**src/verilog/rca_pkg.sv**
```systemverilog
// shared constants for the clock calibration and alarm block
package rca_pkg;

	// register byte offsets on the apb bus
	localparam logic [7:0] OFF_CTRL      = 8'h00;
	localparam logic [7:0] OFF_ALM_CFG   = 8'h04;
	localparam logic [7:0] OFF_ALM_TIME  = 8'h08;
	localparam logic [7:0] OFF_ALM_DATE  = 8'h0c;
	localparam logic [7:0] OFF_TIME      = 8'h10;
	localparam logic [7:0] OFF_DATE      = 8'h14;

	// clock_config_trim_reg fields
	localparam int CTRL_RUN_BIT    = 15;
	localparam int CTRL_UNLOCK_BIT = 13;
	localparam int CTRL_SYNC_BIT   = 12;
	localparam int CTRL_HALF_BIT   = 11;
	localparam int TRIM_LSB        = 0;
	localparam int TRIM_W          = 8;

	// alarm_config_repeat_reg fields
	localparam int ACFG_EN_BIT    = 15;
	localparam int ACFG_ENDLESS_REPEAT_BIT_BIT = 14;
	localparam int ACFG_MASK_LSB  = 10;
	localparam int MASK_W         = 4;
	localparam int ACFG_RPT_LSB   = 0;
	localparam int RPT_W          = 8;
	localparam logic [7:0] RPT_MAX  = 8'hff;
	localparam logic [7:0] RPT_ZERO = 8'h00;

	// time word layout: hour, minute, second in bcd
	localparam int SEC_LSB  = 0;
	localparam int SEC_W    = 7;
	localparam int MIN_LSB  = 8;
	localparam int MIN_W    = 7;
	localparam int HR_LSB   = 16;
	localparam int HR_W     = 6;
	// date word layout: year, month, day, weekday
	localparam int WDAY_LSB = 0;
	localparam int WDAY_W   = 3;
	localparam int DAY_LSB  = 8;
	localparam int DAY_W    = 6;
	localparam int MON_LSB  = 16;
	localparam int MON_W    = 5;
	localparam int YR_LSB   = 24;
	localparam int YR_W     = 8;

	// writable bits of the time and date words, reset values
	localparam logic [31:0] TIME_WMASK = 32'h003f7f7f;
	localparam logic [31:0] DATE_WMASK = 32'hff1f3f07;
	localparam logic [31:0] TIME_RST   = 32'h00000000;
	localparam logic [31:0] DATE_RST   = 32'h00010100;

	// bcd limits of the calendar chain
	localparam logic [6:0] SEC_LAST   = 7'h59;
	localparam logic [6:0] MIN_LAST   = 7'h59;
	localparam logic [5:0] HR_LAST    = 6'h23;
	localparam logic [2:0] WDAY_LAST  = 3'h6;
	localparam logic [4:0] MON_LAST   = 5'h12;
	localparam logic [7:0] YR_LAST    = 8'h99;
	localparam logic [5:0] DAY_FIRST  = 6'h01;
	localparam logic [4:0] MON_FIRST  = 5'h01;
	localparam logic [4:0] MON_FEB    = 5'h02;
	localparam logic [4:0] MON_APR    = 5'h04;
	localparam logic [4:0] MON_JUN    = 5'h06;
	localparam logic [4:0] MON_SEP    = 5'h09;
	localparam logic [4:0] MON_NOV    = 5'h11;
	localparam logic [5:0] DAY_28     = 6'h28;
	localparam logic [5:0] DAY_29     = 6'h29;
	localparam logic [5:0] DAY_30     = 6'h30;
	localparam logic [5:0] DAY_31     = 6'h31;

	// crystal prescaler: 32768 crystal pulses per second
	localparam int XTAL_HZ          = 32768;
	localparam int PRE_W            = 15;
	localparam int HALF_BIT         = 14;
	localparam logic [14:0] SYNC_START = 15'h7fe0;
	localparam logic [1:0] INC_NONE = 2'h0;
	localparam logic [1:0] INC_ONE  = 2'h1;
	localparam logic [1:0] INC_TWO  = 2'h2;

	// trim is applied at each quarter minute, four times a minute
	localparam logic [6:0] SEC_Q0 = 7'h00;
	localparam logic [6:0] SEC_Q1 = 7'h15;
	localparam logic [6:0] SEC_Q2 = 7'h30;
	localparam logic [6:0] SEC_Q3 = 7'h45;

	// alarm_digit_mask codes
	localparam logic [3:0] AM_HALF  = 4'h0;
	localparam logic [3:0] AM_SEC   = 4'h1;
	localparam logic [3:0] AM_10S   = 4'h2;
	localparam logic [3:0] AM_MIN   = 4'h3;
	localparam logic [3:0] AM_10M   = 4'h4;
	localparam logic [3:0] AM_HOUR  = 4'h5;
	localparam logic [3:0] AM_DAY   = 4'h6;
	localparam logic [3:0] AM_WEEK  = 4'h7;
	localparam logic [3:0] AM_MONTH = 4'h8;
	localparam logic [3:0] AM_YEAR  = 4'h9;

	// digit masks used by the alarm comparison
	localparam logic [31:0] CMP_NONE  = 32'h00000000;
	localparam logic [31:0] CMP_SEC1  = 32'h0000000f;
	localparam logic [31:0] CMP_SEC   = 32'h0000007f;
	localparam logic [31:0] CMP_MIN1  = 32'h00000f7f;
	localparam logic [31:0] CMP_MIN   = 32'h00007f7f;
	localparam logic [31:0] CMP_HOUR  = 32'h003f7f7f;
	localparam logic [31:0] CMP_WDAY  = 32'h00000007;
	localparam logic [31:0] CMP_MDAY  = 32'h00003f00;
	localparam logic [31:0] CMP_YDAY  = 32'h001f3f00;
	// year digits of the alarm date word are never stored and read as zero
	localparam logic [31:0] CMP_YEAR_BITS = 32'hff000000;

	// calibration state
	typedef enum logic [1:0] {CAL_IDLE, CAL_SWALLOW, CAL_INSERT} rca_cal_e;

endpackage

```
**src/verilog/rca_calendar.sv**
```systemverilog
// bcd time and calendar counter chain with software load
module rca_calendar (
	// clock and reset
	input  wire logic        clk_sys,
	input  wire logic        rst,
	// one pulse per elapsed second
	input  wire logic        sec_tick,
	// software loads
	input  wire logic        wr_time,
	input  wire logic        wr_date,
	input  wire logic [31:0] wdata,
	// current value
	output logic      [31:0] time_q,
	output logic      [31:0] date_q
);

	logic [31:0] time_d;
	logic [31:0] date_d;

	// bcd increment of a two-digit value
	function automatic logic [7:0] bcd_inc(input logic [7:0] v);
		if (v[3:0] == 4'h9)
			bcd_inc = {v[7:4] + 4'h1, 4'h0};
		else
			bcd_inc = v + 8'h01;
	endfunction

	// last day of the month, leap years follow the year digits
	function automatic logic [5:0] day_last(input logic [4:0] mon, input logic [7:0] yr);
		logic leap;
		leap = yr[4] ? (yr[3:0] == 4'h2 || yr[3:0] == 4'h6)
			: (yr[3:0] == 4'h0 || yr[3:0] == 4'h4 || yr[3:0] == 4'h8);
		if (mon == rca_pkg::MON_FEB)
			day_last = leap ? rca_pkg::DAY_29 : rca_pkg::DAY_28;
		else if (mon == rca_pkg::MON_APR || mon == rca_pkg::MON_JUN
			|| mon == rca_pkg::MON_SEP || mon == rca_pkg::MON_NOV)
			day_last = rca_pkg::DAY_30;
		else
			day_last = rca_pkg::DAY_31;
	endfunction

	// next value of the chain; a software load wins over the tick
	always_comb
	begin
		logic [6:0] sec;
		logic [6:0] min;
		logic [5:0] hr;
		logic [2:0] wd;
		logic [5:0] day;
		logic [4:0] mon;
		logic [7:0] yr;
		logic [7:0] t;
		sec = time_q[rca_pkg::SEC_LSB +: rca_pkg::SEC_W];
		min = time_q[rca_pkg::MIN_LSB +: rca_pkg::MIN_W];
		hr  = time_q[rca_pkg::HR_LSB +: rca_pkg::HR_W];
		wd  = date_q[rca_pkg::WDAY_LSB +: rca_pkg::WDAY_W];
		day = date_q[rca_pkg::DAY_LSB +: rca_pkg::DAY_W];
		mon = date_q[rca_pkg::MON_LSB +: rca_pkg::MON_W];
		yr  = date_q[rca_pkg::YR_LSB +: rca_pkg::YR_W];
		t   = 8'h00;
		if (sec_tick)
		begin
			if (sec != rca_pkg::SEC_LAST)
			begin
				t   = bcd_inc({1'b0, sec});
				sec = t[6:0];
			end
			else
			begin
				sec = '0;
				if (min != rca_pkg::MIN_LAST)
				begin
					t   = bcd_inc({1'b0, min});
					min = t[6:0];
				end
				else
				begin
					min = '0;
					if (hr != rca_pkg::HR_LAST)
					begin
						t  = bcd_inc({2'b00, hr});
						hr = t[5:0];
					end
					else
					begin
						// midnight: weekday and day move on, month and year only when they roll over
						hr = '0;
						wd = (wd == rca_pkg::WDAY_LAST) ? 3'h0 : wd + 3'h1;
						if (day != day_last(mon, yr))
						begin
							t   = bcd_inc({2'b00, day});
							day = t[5:0];
						end
						else
						begin
							day = rca_pkg::DAY_FIRST;
							if (mon != rca_pkg::MON_LAST)
							begin
								t   = bcd_inc({3'b000, mon});
								mon = t[4:0];
							end
							else
							begin
								mon = rca_pkg::MON_FIRST;
								yr  = (yr == rca_pkg::YR_LAST) ? 8'h00 : bcd_inc(yr);
							end
						end
					end
				end
			end
		end
		time_d = {10'h000, hr, 1'b0, min, 1'b0, sec};
		date_d = {yr, 3'h0, mon, 2'h0, day, 5'h00, wd};
		// unused bits are cut off so each digit keeps its own width
		if (wr_time)
			time_d = wdata & rca_pkg::TIME_WMASK;
		if (wr_date)
			date_d = wdata & rca_pkg::DATE_WMASK;
	end

	// chain registers
	always_ff @(posedge clk_sys or posedge rst)
	begin
		if (rst)
		begin
			time_q <= rca_pkg::TIME_RST;
			date_q <= rca_pkg::DATE_RST;
		end
		else
		begin
			time_q <= time_d;
			date_q <= date_d;
		end
	end

endmodule

```
**src/verilog/rca_top.sv**
```systemverilog
// clock calibration and alarm block with apb register access
//
// Function
// - trim times four pulses corrected per minute
// - negative trim removes crystal pulses
// - positive trim adds crystal pulses
// - adjustment happens at 15-second boundaries
// - alarm runs only while enable set
// - hardware clears enable after final alarm
// - digit mask selects compared time digits
// - zero repeat without endless_repeat_bit: single alarm
// - repeat count ff gives 255 repeats
// - count decrements; at zero one more, off
// - endless_repeat_bit wraps count to ff endlessly
// - each alarm event raises interrupt request
// - alarm pulse toggles each alarm event
// - time registers hold bcd digits
// - time writes need write unlock set
//
// Implementation choices: register access over APB and the register offsets.
module rca_top (
	// clock and reset
	input  wire logic        clk_sys,
	input  wire logic        rst,
	// apb slave
	input  wire logic [7:0]  paddr,
	input  wire logic        psel,
	input  wire logic        penable,
	input  wire logic        pwrite,
	input  wire logic [31:0] pwdata,
	output logic      [31:0] prdata,
	output logic             pready,
	output logic             pslverr,
	// one pulse per 32.768 khz crystal period
	input  wire logic        xtal_tick,
	// alarm and seconds outputs
	output logic             alarm_irq,
	output logic             alarm_pulse,
	output logic             seconds_pulse
);

	// prescaler and calibration state
	logic [14:0]        pre_q;
	logic [14:0]        pre_d;
	logic [7:0]         adj_q;
	logic [7:0]         adj_d;
	rca_pkg::rca_cal_e  cal_q;
	rca_pkg::rca_cal_e  cal_d;
	logic               half_tick;
	logic               sec_tick;
	logic               eval_q;
	logic               sec_eval_q;
	logic               half_ph_q;

	// software visible control
	logic               run_q;
	logic               run_d;
	logic               unlock_q;
	logic               unlock_d;
	logic [7:0]         trim_q;
	logic [7:0]         trim_d;

	// alarm configuration and state
	logic               aen_q;
	logic               aen_d;
	logic               endless_repeat_bit_q;
	logic               endless_repeat_bit_d;
	logic [3:0]         alarm_digit_mask_q;
	logic [3:0]         alarm_digit_mask_d;
	logic [7:0]         alarm_repeat_count_q;
	logic [7:0]         alarm_repeat_count_d;
	logic [31:0]        atime_q;
	logic [31:0]        atime_d;
	logic [31:0]        adate_q;
	logic [31:0]        adate_d;
	logic               apulse_q;
	logic               apulse_d;
	logic               irq_q;
	logic               irq_d;

	// bus side
	logic [31:0]        rdata_q;
	logic [31:0]        rdata_d;
	logic               err_q;
	logic               err_d;
	logic               wr_en;
	logic               alarm_hit;
	logic               sync_flag;
	logic [31:0]        time_w;
	logic [31:0]        date_w;
	logic [31:0]        ctrl_w;
	logic [31:0]        acfg_w;

	// address decode, shared by read and write paths
	function automatic logic hit(input logic [7:0] a, input logic [7:0] off);
		hit = (a == off);
	endfunction

	function automatic logic mapped(input logic [7:0] a);
		mapped = hit(a, rca_pkg::OFF_CTRL) || hit(a, rca_pkg::OFF_ALM_CFG)
			|| hit(a, rca_pkg::OFF_ALM_TIME) || hit(a, rca_pkg::OFF_ALM_DATE)
			|| hit(a, rca_pkg::OFF_TIME) || hit(a, rca_pkg::OFF_DATE);
	endfunction

	// masked digit comparison; codes above a year never match
	function automatic logic digits_match(
		input logic [3:0]  m,
		input logic        half,
		input logic [31:0] t,
		input logic [31:0] d,
		input logic [31:0] at,
		input logic [31:0] ad
	);
		logic [31:0] tm;
		logic [31:0] dm;
		logic        ok;
		tm = rca_pkg::CMP_NONE;
		dm = rca_pkg::CMP_NONE;
		ok = 1'b1;
		unique case (m)
			rca_pkg::AM_HALF:  ok = 1'b1;
			rca_pkg::AM_SEC:   tm = rca_pkg::CMP_NONE;
			rca_pkg::AM_10S:   tm = rca_pkg::CMP_SEC1;
			rca_pkg::AM_MIN:   tm = rca_pkg::CMP_SEC;
			rca_pkg::AM_10M:   tm = rca_pkg::CMP_MIN1;
			rca_pkg::AM_HOUR:  tm = rca_pkg::CMP_MIN;
			rca_pkg::AM_DAY:   tm = rca_pkg::CMP_HOUR;
			rca_pkg::AM_WEEK:
			begin
				tm = rca_pkg::CMP_HOUR;
				dm = rca_pkg::CMP_WDAY;
			end
			rca_pkg::AM_MONTH:
			begin
				tm = rca_pkg::CMP_HOUR;
				dm = rca_pkg::CMP_MDAY;
			end
			rca_pkg::AM_YEAR:
			begin
				tm = rca_pkg::CMP_HOUR;
				dm = rca_pkg::CMP_YDAY;
			end
			default:           ok = 1'b0;
		endcase
		// everything but the half-second code fires on the whole second only
		if (m != rca_pkg::AM_HALF && half)
			ok = 1'b0;
		digits_match = ok && (((t ^ at) & tm) == '0) && (((d ^ ad) & dm) == '0);
	endfunction

	// time and calendar chain
	// unlock gates time writes
	rca_calendar u_calendar (
		.clk_sys  (clk_sys),
		.rst      (rst),
		.sec_tick (sec_tick),
		.wr_time  (wr_en && hit(paddr, rca_pkg::OFF_TIME) && unlock_q),
		.wr_date  (wr_en && hit(paddr, rca_pkg::OFF_DATE) && unlock_q),
		.wdata    (pwdata),
		.time_q   (time_w),
		.date_q   (date_w)
	);

	// prescaler and trim, the wide carry bit marks the second
	always_comb
	begin
		logic [15:0] sum;
		logic [1:0]  inc;
		logic [6:0]  sec;
		inc   = inc_sel(xtal_tick, run_q, cal_q);
		sum   = {1'b0, pre_q} + {14'h0000, inc};
		pre_d = sum[14:0];
		adj_d = adj_q;
		cal_d = cal_q;
		sec   = time_w[rca_pkg::SEC_LSB +: rca_pkg::SEC_W];
		half_tick = sum[rca_pkg::HALF_BIT] ^ pre_q[rca_pkg::HALF_BIT];
		sec_tick  = sum[rca_pkg::PRE_W];
		// each corrected crystal pulse uses up one unit of the load
		if (cal_q != rca_pkg::CAL_IDLE && xtal_tick && run_q)
		begin
			adj_d = adj_q - 8'h01;
			if (adj_q == 8'h01)
				cal_d = rca_pkg::CAL_IDLE;
		end
		if (sec_eval_q && run_q && (sec == rca_pkg::SEC_Q0 || sec == rca_pkg::SEC_Q1
			|| sec == rca_pkg::SEC_Q2 || sec == rca_pkg::SEC_Q3))
		begin
			adj_d = trim_q[7] ? 8'h00 - trim_q : trim_q;
			if (trim_q == 8'h00)
				cal_d = rca_pkg::CAL_IDLE;
			else if (trim_q[7])
				cal_d = rca_pkg::CAL_SWALLOW;
			else
				cal_d = rca_pkg::CAL_INSERT;
		end
	end

	// crystal pulses count one, none or two depending on the correction
	function automatic logic [1:0] inc_sel(
		input logic              tick,
		input logic              run,
		input rca_pkg::rca_cal_e cal
	);
		if (!tick || !run)
			inc_sel = rca_pkg::INC_NONE;
		else if (cal == rca_pkg::CAL_SWALLOW)
			inc_sel = rca_pkg::INC_NONE;
		else if (cal == rca_pkg::CAL_INSERT)
			inc_sel = rca_pkg::INC_TWO;
		else
			inc_sel = rca_pkg::INC_ONE;
	endfunction

	// prescaler registers; the compare runs a cycle after the time update
	always_ff @(posedge clk_sys or posedge rst)
	begin
		if (rst)
		begin
			pre_q      <= '0;
			adj_q      <= '0;
			cal_q      <= rca_pkg::CAL_IDLE;
			eval_q     <= 1'b0;
			sec_eval_q <= 1'b0;
			half_ph_q  <= 1'b0;
		end
		else
		begin
			pre_q      <= pre_d;
			adj_q      <= adj_d;
			cal_q      <= cal_d;
			eval_q     <= half_tick;
			sec_eval_q <= sec_tick;
			if (half_tick)
				half_ph_q <= pre_d[rca_pkg::HALF_BIT];
		end
	end

	// a rollover is close: last 32 crystal pulses of the second
	assign sync_flag = (pre_q >= rca_pkg::SYNC_START);
	assign wr_en     = psel && penable && pwrite;

	// control and alarm next state
	always_comb
	begin
		run_d    = run_q;
		unlock_d = unlock_q;
		trim_d   = trim_q;
		aen_d    = aen_q;
		endless_repeat_bit_d  = endless_repeat_bit_q;
		alarm_digit_mask_d  = alarm_digit_mask_q;
		alarm_repeat_count_d   = alarm_repeat_count_q;
		atime_d  = atime_q;
		adate_d  = adate_q;
		apulse_d = apulse_q;
		irq_d    = 1'b0;
		alarm_hit = eval_q && aen_q
			&& digits_match(alarm_digit_mask_q, half_ph_q, time_w, date_w, atime_q, adate_q);
		if (alarm_hit)
		begin
			irq_d = 1'b1;
			apulse_d = ~apulse_q;
			if (alarm_repeat_count_q == rca_pkg::RPT_ZERO)
			begin
				if (endless_repeat_bit_q)
					alarm_repeat_count_d = rca_pkg::RPT_MAX;
				else
					aen_d = 1'b0;
			end
			else
				alarm_repeat_count_d = alarm_repeat_count_q - 8'h01;
		end
		// software writes land after the alarm update and so win
		if (wr_en && hit(paddr, rca_pkg::OFF_CTRL))
		begin
			run_d    = pwdata[rca_pkg::CTRL_RUN_BIT];
			unlock_d = pwdata[rca_pkg::CTRL_UNLOCK_BIT];
			trim_d   = pwdata[rca_pkg::TRIM_LSB +: rca_pkg::TRIM_W];
		end
		if (wr_en && hit(paddr, rca_pkg::OFF_ALM_CFG))
		begin
			aen_d   = pwdata[rca_pkg::ACFG_EN_BIT];
			endless_repeat_bit_d = pwdata[rca_pkg::ACFG_ENDLESS_REPEAT_BIT_BIT];
			alarm_digit_mask_d = pwdata[rca_pkg::ACFG_MASK_LSB +: rca_pkg::MASK_W];
			alarm_repeat_count_d  = pwdata[rca_pkg::ACFG_RPT_LSB +: rca_pkg::RPT_W];
		end
		if (wr_en && hit(paddr, rca_pkg::OFF_ALM_TIME))
			atime_d = pwdata & rca_pkg::TIME_WMASK;
		if (wr_en && hit(paddr, rca_pkg::OFF_ALM_DATE))
			adate_d = pwdata & rca_pkg::DATE_WMASK & ~rca_pkg::CMP_YEAR_BITS;
	end

	// control and alarm registers
	always_ff @(posedge clk_sys or posedge rst)
	begin
		if (rst)
		begin
			run_q    <= 1'b0;
			unlock_q <= 1'b0;
			trim_q   <= '0;
			aen_q    <= 1'b0;
			endless_repeat_bit_q  <= 1'b0;
			alarm_digit_mask_q  <= '0;
			alarm_repeat_count_q   <= '0;
			atime_q  <= '0;
			adate_q  <= '0;
			apulse_q <= 1'b0;
			irq_q    <= 1'b0;
		end
		else
		begin
			run_q    <= run_d;
			unlock_q <= unlock_d;
			trim_q   <= trim_d;
			aen_q    <= aen_d;
			endless_repeat_bit_q  <= endless_repeat_bit_d;
			alarm_digit_mask_q  <= alarm_digit_mask_d;
			alarm_repeat_count_q   <= alarm_repeat_count_d;
			atime_q  <= atime_d;
			adate_q  <= adate_d;
			apulse_q <= apulse_d;
			irq_q    <= irq_d;
		end
	end

	// read views of the two configuration words
	always_comb
	begin
		ctrl_w = '0;
		ctrl_w[rca_pkg::CTRL_RUN_BIT]    = run_q;
		ctrl_w[rca_pkg::CTRL_UNLOCK_BIT] = unlock_q;
		ctrl_w[rca_pkg::CTRL_SYNC_BIT]   = sync_flag;
		ctrl_w[rca_pkg::CTRL_HALF_BIT]   = pre_q[rca_pkg::HALF_BIT];
		ctrl_w[rca_pkg::TRIM_LSB +: rca_pkg::TRIM_W] = trim_q;
		acfg_w = '0;
		acfg_w[rca_pkg::ACFG_EN_BIT]    = aen_q;
		acfg_w[rca_pkg::ACFG_ENDLESS_REPEAT_BIT_BIT] = endless_repeat_bit_q;
		acfg_w[rca_pkg::ACFG_MASK_LSB +: rca_pkg::MASK_W] = alarm_digit_mask_q;
		acfg_w[rca_pkg::ACFG_RPT_LSB +: rca_pkg::RPT_W]   = alarm_repeat_count_q;
	end

	// read data captured in the setup cycle, held through the access
	always_comb
	begin
		rdata_d = rdata_q;
		err_d   = err_q;
		if (psel && !penable)
		begin
			err_d = !mapped(paddr);
			if (pwrite)
				rdata_d = '0;
			else if (hit(paddr, rca_pkg::OFF_CTRL))
				rdata_d = ctrl_w;
			else if (hit(paddr, rca_pkg::OFF_ALM_CFG))
				rdata_d = acfg_w;
			else if (hit(paddr, rca_pkg::OFF_ALM_TIME))
				rdata_d = atime_q;
			else if (hit(paddr, rca_pkg::OFF_ALM_DATE))
				rdata_d = adate_q;
			else if (hit(paddr, rca_pkg::OFF_TIME))
				rdata_d = time_w;
			else if (hit(paddr, rca_pkg::OFF_DATE))
				rdata_d = date_w;
			else
				rdata_d = '0;
		end
	end

	// bus registers
	always_ff @(posedge clk_sys or posedge rst)
	begin
		if (rst)
		begin
			rdata_q <= '0;
			err_q   <= 1'b0;
		end
		else
		begin
			rdata_q <= rdata_d;
			err_q   <= err_d;
		end
	end

	// zero wait states; the error flag is only shown in the access phase
	assign pready        = 1'b1;
	assign pslverr       = psel && penable && err_q;
	assign prdata        = rdata_q;
	assign alarm_irq     = irq_q;
	assign alarm_pulse   = apulse_q;
	assign seconds_pulse = sec_eval_q;

endmodule
```
**config.mk**
```make
export PLATFORM = sky130hd
export DESIGN_NAME = rca_top
export DESIGN_NICKNAME = d
export VERILOG_FILES = /design/src/verilog/rca_pkg.sv /design/src/verilog/rca_calendar.sv /design/src/verilog/rca_top.sv
export SDC_FILE = /design/constraint.sdc
export NUM_CORES = 1
export LEC_CHECK = 0
export ABC_AREA = 1
export BUFFER_PORTS_ARGS = -buffer_cell sky130_fd_sc_hd__clkbuf_2
export CAP_MARGIN = 20
export CORE_ASPECT_RATIO = 1.25
export CORE_MARGIN = 2
export CORE_UTILIZATION = 65
export CTS_CLUSTER_SIZE = 10
export DETAILED_ROUTE_END_ITERATION = 10
export GPL_TIMING_DRIVEN = 1
export HOLD_SLACK_MARGIN = 0.12
export PLACE_DENSITY = 0.84
export SLEW_MARGIN = 5
export SYNTH_ARGS = -nofsm -noshare
export SYNTH_HDL_FRONTEND = slang
export SYNTH_SLANG_ARGS = --single-unit
```
**constraint.sdc**
```tcl
create_clock -name clk_sys -period 6.33 [get_ports clk_sys]
set_input_delay 0 -clock clk_sys [delete_from_list [all_inputs] [get_ports clk_sys]]
set_output_delay 0 -clock clk_sys [all_outputs]
set_load 0.005 [all_outputs]
```
# --- Word level (Yosys, flattened, before mapping) ---
# Cells that the tools add are included.
word_totals:
  register_bits: 185
  latchBits: 0
  ram_bits: 0
  romBits: 0
  inputBits: 46
  out_inout_bits: 37
  memories: 0
classes:
  addsub: 17
  mul: 0
  n_div: 0
  magnitude_cmp: 1
  n_eq_ne: 51
  shifts: 0
  mux: 79
  n_bitwise: 6
  n_reduce_logical: 66
op_table:
  columns: ["op", "n"]
  rows:
  - ["two-way mux 32 bit", 8]
  - ["two-way mux 8 bit", 15]
  - ["one-hot mux 22 bit (5 select lines)", 1]
  - ["two-way mux 6 bit", 16]
  - ["AND 32 bit", 2]
  - ["logical NOT 32 bit", 2]
  - ["one-hot mux 21 bit (3 select lines)", 1]
  - ["two-way mux 7 bit", 7]
  - ["== test 4 bit, second input constant", 9]
  - ["two-way mux 5 bit", 7]
  - ["bitwise XOR 32 x 21 -> 32 bit", 1]
  - ["bitwise XOR 32 x 22 -> 32 bit", 1]
  - ["== test 4 x 3 -> 1 bit, second input constant", 6]
  - ["logical NOT 8 bit", 3]
  - ["two-way mux 22 bit", 1]
  - ["logical AND 1 bit", 21]
  - ["adder 15 x 2 -> 16 bit", 1]
  - ["== test 8 x 4 -> 1 bit, second input constant", 2]
  - ["== test 8 x 5 -> 1 bit, second input constant", 2]
  - ["two-way mux 2 bit", 8]
  - ["inequality test 2 x 1 -> 1 bit, second input constant", 8]
  - ["subtractor 8 x 1 -> 8 bit, second input constant", 2]
  - ["greater-or-equal comparator 15 bit, second input constant", 1]
  - ["logical OR 1 bit", 15]
  - ["45 further kinds", 80]

# --- Longest topological paths before layout ---
logic_depth:
  depth_word: 17
  mapped_depth: 16
  depth_no_buf: 15

# --- Cells and area by module ---
# From an unflattened synthesis, not the netlist that was laid out.
unflattened:
  cells_unflattened: 1373
  hier_area_um2: 10292.4
by_module_without_submodules:
  columns: ["module", "n_inst", "cells_each", "area_each_um2"]
  rows:
  - ["rca_top", 1, 905, 7046.8]
  - ["rca_calendar", 1, 468, 3245.6]

# --- Least setup slack after synthesis ---
# No wires, ideal clock.
synth_path:
  kind: "reg2reg"
  from: "register cal_q[0]"
  to: "register half_ph_q"
  arrival_time_ps: 2088
  path_slack_ps: 4170
  stages_incl_launch_ff: 16
  synth_period_minus_slack_ps: 2160
  cell_sequence: "dfrtp_1 > inv_1 > ha_1 > nor2_1 > ha_1 > inv_1 > fa_1 > nor2_1 > nand3_1 > inv_1 > nand2_1 > inv_1 > nand4_1 > nor2_1 > nor2_1 > nor2_1"
synth_between:
  elab_chain_len: 6
  elab_cells_between_ends: 7
  classes_between: "1 x add/sub; 2 x eq/ne; 3 x mux; 1 x bitwise"
synth_rtl:
  columns: ["item", "line_no", "rtl"]
  rows:
  - ["start: declaration", "rca_top.sv:47", "rca_pkg::rca_cal_e cal_q;"]
  - ["start signal: assignment", "rca_top.sv:221", "cal_q <= rca_pkg::CAL_IDLE;"]
  - ["start signal: assignment", "rca_top.sv:230", "cal_q <= cal_d;"]
  - ["== test 2 bit", "rca_top.sv:208", "else if (cal == rca_pkg::CAL_INSERT)"]
  - ["two-way mux 2 bit", "rca_top.sv:208", null]
  - ["two-way mux 2 bit *", "rca_top.sv:206", "else if (cal == rca_pkg::CAL_SWALLOW)"]
  - ["two-way mux 2 bit *", "rca_top.sv:204", "if (!tick || !run)"]
  - ["adder 15 x 2 -> 16 bit *", "rca_top.sv:171", "sum = {1'b0, pre_q} + {14'h0000, inc};"]
  - ["bitwise XOR 1 bit *", "rca_top.sv:176", "half_tick = sum[rca_pkg::HALF_BIT] ^ pre_q[rca_pkg::HALF_BIT];"]
  - ["named net half_tick", "rca_top.sv:49", "logic half_tick;"]
  - ["end signal: assignment", "rca_top.sv:234", "half_ph_q <= pre_d[rca_pkg::HALF_BIT];"]
  - ["end: declaration", "rca_top.sv:53", "logic half_ph_q;"]
# Mark *: on every way through the listed nets, which the timed path passes. The rest lies on a longest branch.
# A chain may end at the register's enable or synchronous reset.

# --- Worst setup path after layout ---
layout_path:
  from: "register cal_q[0]"
  to: "register u_calendar.date_q[29]"
layout_between:
  elab_chain_len: 7
  elab_cells_between_ends: 8
  classes_between: "1 x add/sub; 2 x eq/ne; 3 x mux; 2 x reduce/logical"
layout_rtl:
  columns: ["item", "line_no", "rtl"]
  rows:
  - ["== test 2 bit", "rca_top.sv:208", null]
  - ["two-way mux 2 bit", "rca_top.sv:208", null]
  - ["two-way mux 2 bit *", "rca_top.sv:206", null]
  - ["two-way mux 2 bit *", "rca_top.sv:204", null]
  - ["adder 15 x 2 -> 16 bit *", "rca_top.sv:171", null]
  - ["named net sec_tick", "rca_top.sv:50", "logic sec_tick;"]
  - ["nonzero test 2 bit (no line) *", null, null]
  - ["AND reduction 6 bit (no line) *", null, null]
  - ["end signal: assignment", "rca_calendar.sv:127", "date_q <= rca_pkg::DATE_RST;"]
  - ["end signal: assignment", "rca_calendar.sv:132", "date_q <= date_d;"]
  - ["end: declaration", "rca_calendar.sv:14", "output logic [31:0] date_q"]
# Marks and branches as above.

==> impl_metrics.env <==
export IMPL_status="finished, final reports clean"
export IMPL_synth_edff_count=0
export IMPL_cts_setup_buffers=0
export IMPL_worst_pin_slew_ns=0.976
export IMPL_core_area_um2=15000
export IMPL_reg2reg_setup_slack_ns=3.67
export IMPL_power_static_leakage_nw=5.74
export IMPL_post_route_period_util=0.421
export IMPL_setup_worst_path_start_class="flip-flop"
export IMPL_cts_tree="done"
export IMPL_slew_violations=0
export IMPL_ff2ff_path_depth=13
export IMPL_met2_length_um=14000
export IMPL_num_antenna_cells=0
export IMPL_start_util=0.668
export IMPL_synth_cell_types=58
export IMPL_syn_inst=1372
export IMPL_die_h_um=143
export IMPL_rows=50
export IMPL_crit_start="cal_q[0]"
export IMPL_routedWlPerCell_um=16.6
export IMPL_syn_to_final_growth_pct=14.3
export IMPL_synth_area_per_cell_um2=7.31
export IMPL_hold_class="input pin to flip-flop"
export IMPL_crit_required_ns=6.65
export IMPL_vias=9818
export IMPL_synth_compound_area_frac=0.163
export IMPL_gr_usage_all_layers=0.352
export IMPL_yosysTopAreaCellShare=0.397
export IMPL_cp_max_fo=20
export IMPL_yosys_area_top_type="dfrtp_1"
export IMPL_yosys_top_cells_area="dfrtp_1 40%, nand2_1 14%, o21ai_0 7.2%"
export IMPL_crit_path_end_kind="flip-flop"
export IMPL_dieArea_um2=16400
export IMPL_grt_overflow_total=0
export IMPL_dpl_hpwl_um=19500
export IMPL_remaining_drc_errors=0
export IMPL_layout_drive_gt1_share=0.120
export IMPL_setup_viol=0
export IMPL_cts_path_max_buffers=2
export IMPL_whs_ns=0.192
export IMPL_synthAdderAreaFrac=0.0269
export IMPL_skew_ns=0.0131
export IMPL_dr_wl_met3_um=1970
export IMPL_rr_startpoint="cal_q[0]"
export IMPL_max_freq_mhz=375
export IMPL_antenna_found_initial=0
export IMPL_clk_latency_ns=0.44
export IMPL_most_common_layout_cells="387 x nand2_1, 178 x inv_1, 159 x dfrtp_1"
export IMPL_min_from="paddr[2]"
export IMPL_pin_count=83
export IMPL_cts_root_buf="clkbuf_16"
export IMPL_hold_end="prdata[14]"
export IMPL_fin_setup_tns_ns=0
export IMPL_cts_sinks=161
export IMPL_synthSimpleGateAreaFrac=0.284
export IMPL_hold_viol_final=0
export IMPL_grt_pass1_wl_um=45400
export IMPL_synth_ff_type="dfrtp_1"
export IMPL_synth_top_family_by_area="simple AND/OR/NAND/NOR gates"
export IMPL_drt_wl_total_um=27700
export IMPL_fp_dieW_um=115
export IMPL_crit_type="flip-flop to flip-flop"
export IMPL_highest_layer="met4"
export IMPL_synthXorXnorAreaFrac=0.0288
export IMPL_grt_pass1_vias=9588
export IMPL_seq_area_frac_synth=0.402
export IMPL_gp_congestion=0.959
export IMPL_peakVddDrop_mv=0.178
export IMPL_cts_buffers=17
export IMPL_wl_met1_um=10400
export IMPL_drtIter0Drc=799
export IMPL_fin_crit_ns=2.66
export IMPL_worstPathArrival_ns=2.99
export IMPL_rsz0062_at_grt="false"
export IMPL_cap_violations=0
export IMPL_reg2reg_to="u_calendar.date_q[29]"
export IMPL_worstHoldPathCells=5
export IMPL_io_buffers=77
export IMPL_dr_pass1_iters=6
export IMPL_syn_area_um2=10000
export IMPL_routed_via_density=5.88
export IMPL_grt_start_max_net_pins=106
export IMPL_powerDensity_nw_per_um2=217
export IMPL_layout_nets=1541
export IMPL_hold_buffers=35
export IMPL_cts_htree_levels=4
export IMPL_synthMuxAreaShare=0.00200
export IMPL_yosysWarnings=0
export IMPL_cts_resized=0
export IMPL_max_slew_margin_rel=0.347
export IMPL_ant_nets=0
export IMPL_ys_ff_latch=161
export IMPL_clk_pin_slew_worst_paths_ns=0.07
export IMPL_synthArstFlopShare=1.00
export IMPL_mostFrequentLayoutCell="nand2_1"
-- cell type report --
type / count / area [um^2]
Multi-Input combinational cell: 982 / 5070
Sequential cell: 161 / 4030
Fill cell: 1146 / 3550
Timing Repair Buffer: 115 / 778
Inverter: 197 / 749
Clock buffer: 23 / 478
Tap cell: 182 / 228
Clock inverter: 9 / 130
-- synth_stat cells, types with 3 or more instances --
master    instances
xor2_1           22
nand3_1          74
buf_4             3
nand3_2           5
a31oi_1           8
buf_2             7
o221ai_1          4
nand4_1          18
dfrtp_1         159
inv_2            11
clkinv_1          4
nor3_1           17
inv_1           179
nand3_4           5
nor2_1           87
nor2_4            9
clkbuf_1         20
o21ai_1          18
nand2_2           8
nand2_1         387
o21ai_2           5
nor2_2            9
o21ai_0         145
o211ai_1         15
xnor2_1          11
o22ai_1          22
o21bai_1          4
ha_1             20
nand2_4           4
a21oi_1          51
-- critical path: stages, from the launching register on --
cell and delay, ns:
dfrtp_1 0.36, inv_1 0.10, ha_1 0.24, nor2_1 0.20
ha_1 0.21, nand3_1 0.07, nand2_1 0.14, nand3_4 0.14
nor2_8 0.23, nand3_4 0.16, nand2_4 0.27, nand3_4 0.24
nand2_1 0.13, o21ai_2 0.05
-- sequential cells by signal (all words and copies together) (netlist names), 8 cells and up --
register	flops
trim_q	8
u_calendar.date_q	22
adate_q	14
alarm_repeat_count_q	8
prdata	30
atime_q	20
adj_q	8
u_calendar.time_q	20
pre_q	15
-- power breakdown --
group	switching (mW)	leakage [nW]	internal, mW
sequential	0.0497	2.04	1.09
combinational	0.173	3.41	0.111
clock	0.420	0.285	0.650
-- logic make-up (layout without fill, tap and decap cells) --
kind of cell               Yosys count  in the layout
AOI/OAI and AO/OA                  289            289
xor gates and xnor gates            33             33
adders and majority gates           21             21
buffers and inverters              230            344
DFF                                161            161
muxes                                2              2
other                                2              3
and+or+nand+nor                    634            634
-- per-stage QoR --
stage / total power, mW / utilization / cells / setup slack [ns] / area (um^2)
4_1_cts: 2.49 / 0.762 / 1668 / 3.65 / 11400
5_1_grt: 2.59 / 0.764 / 1669 / 3.41 / 11500
3_3_place_gp: 1.41 / 0.698 / 1601 / 3.70 / 10500
2_1_floorplan: 1.34 / - / 1373 / 1.99 / 10000
6_report: 2.49 / 0.764 / 1669 / 3.67 / 11500
3_5_place_dp: 1.42 / 0.698 / 1601 / 3.67 / 10500
-- how the worst max path moves through the flow --
stage / slack, ns / depth (start not counted) / to
2_1_floorplan: 1.99 / 1 / adate_q[0]
6_report: 3.67 / 13 / u_calendar.date_q[29]
4_1_cts: 3.65 / 13 / u_calendar.date_q[29]
5_1_grt: 3.41 / 15 / half_ph_q
3_3_place_gp: 3.70 / 13 / u_calendar.date_q[25]
3_5_place_dp: 3.67 / 13 / u_calendar.date_q[29]
-- metal layers --
metal / vias to the layer above / GRT usage
li1: 4668 / -
met3: 96 / 0.0526
met2: 449 / 0.604
met1: 4605 / 0.421
met5: - / 0
met4: 0 / 0.201
No activity file was read; power rests on OpenSTA's default activity.
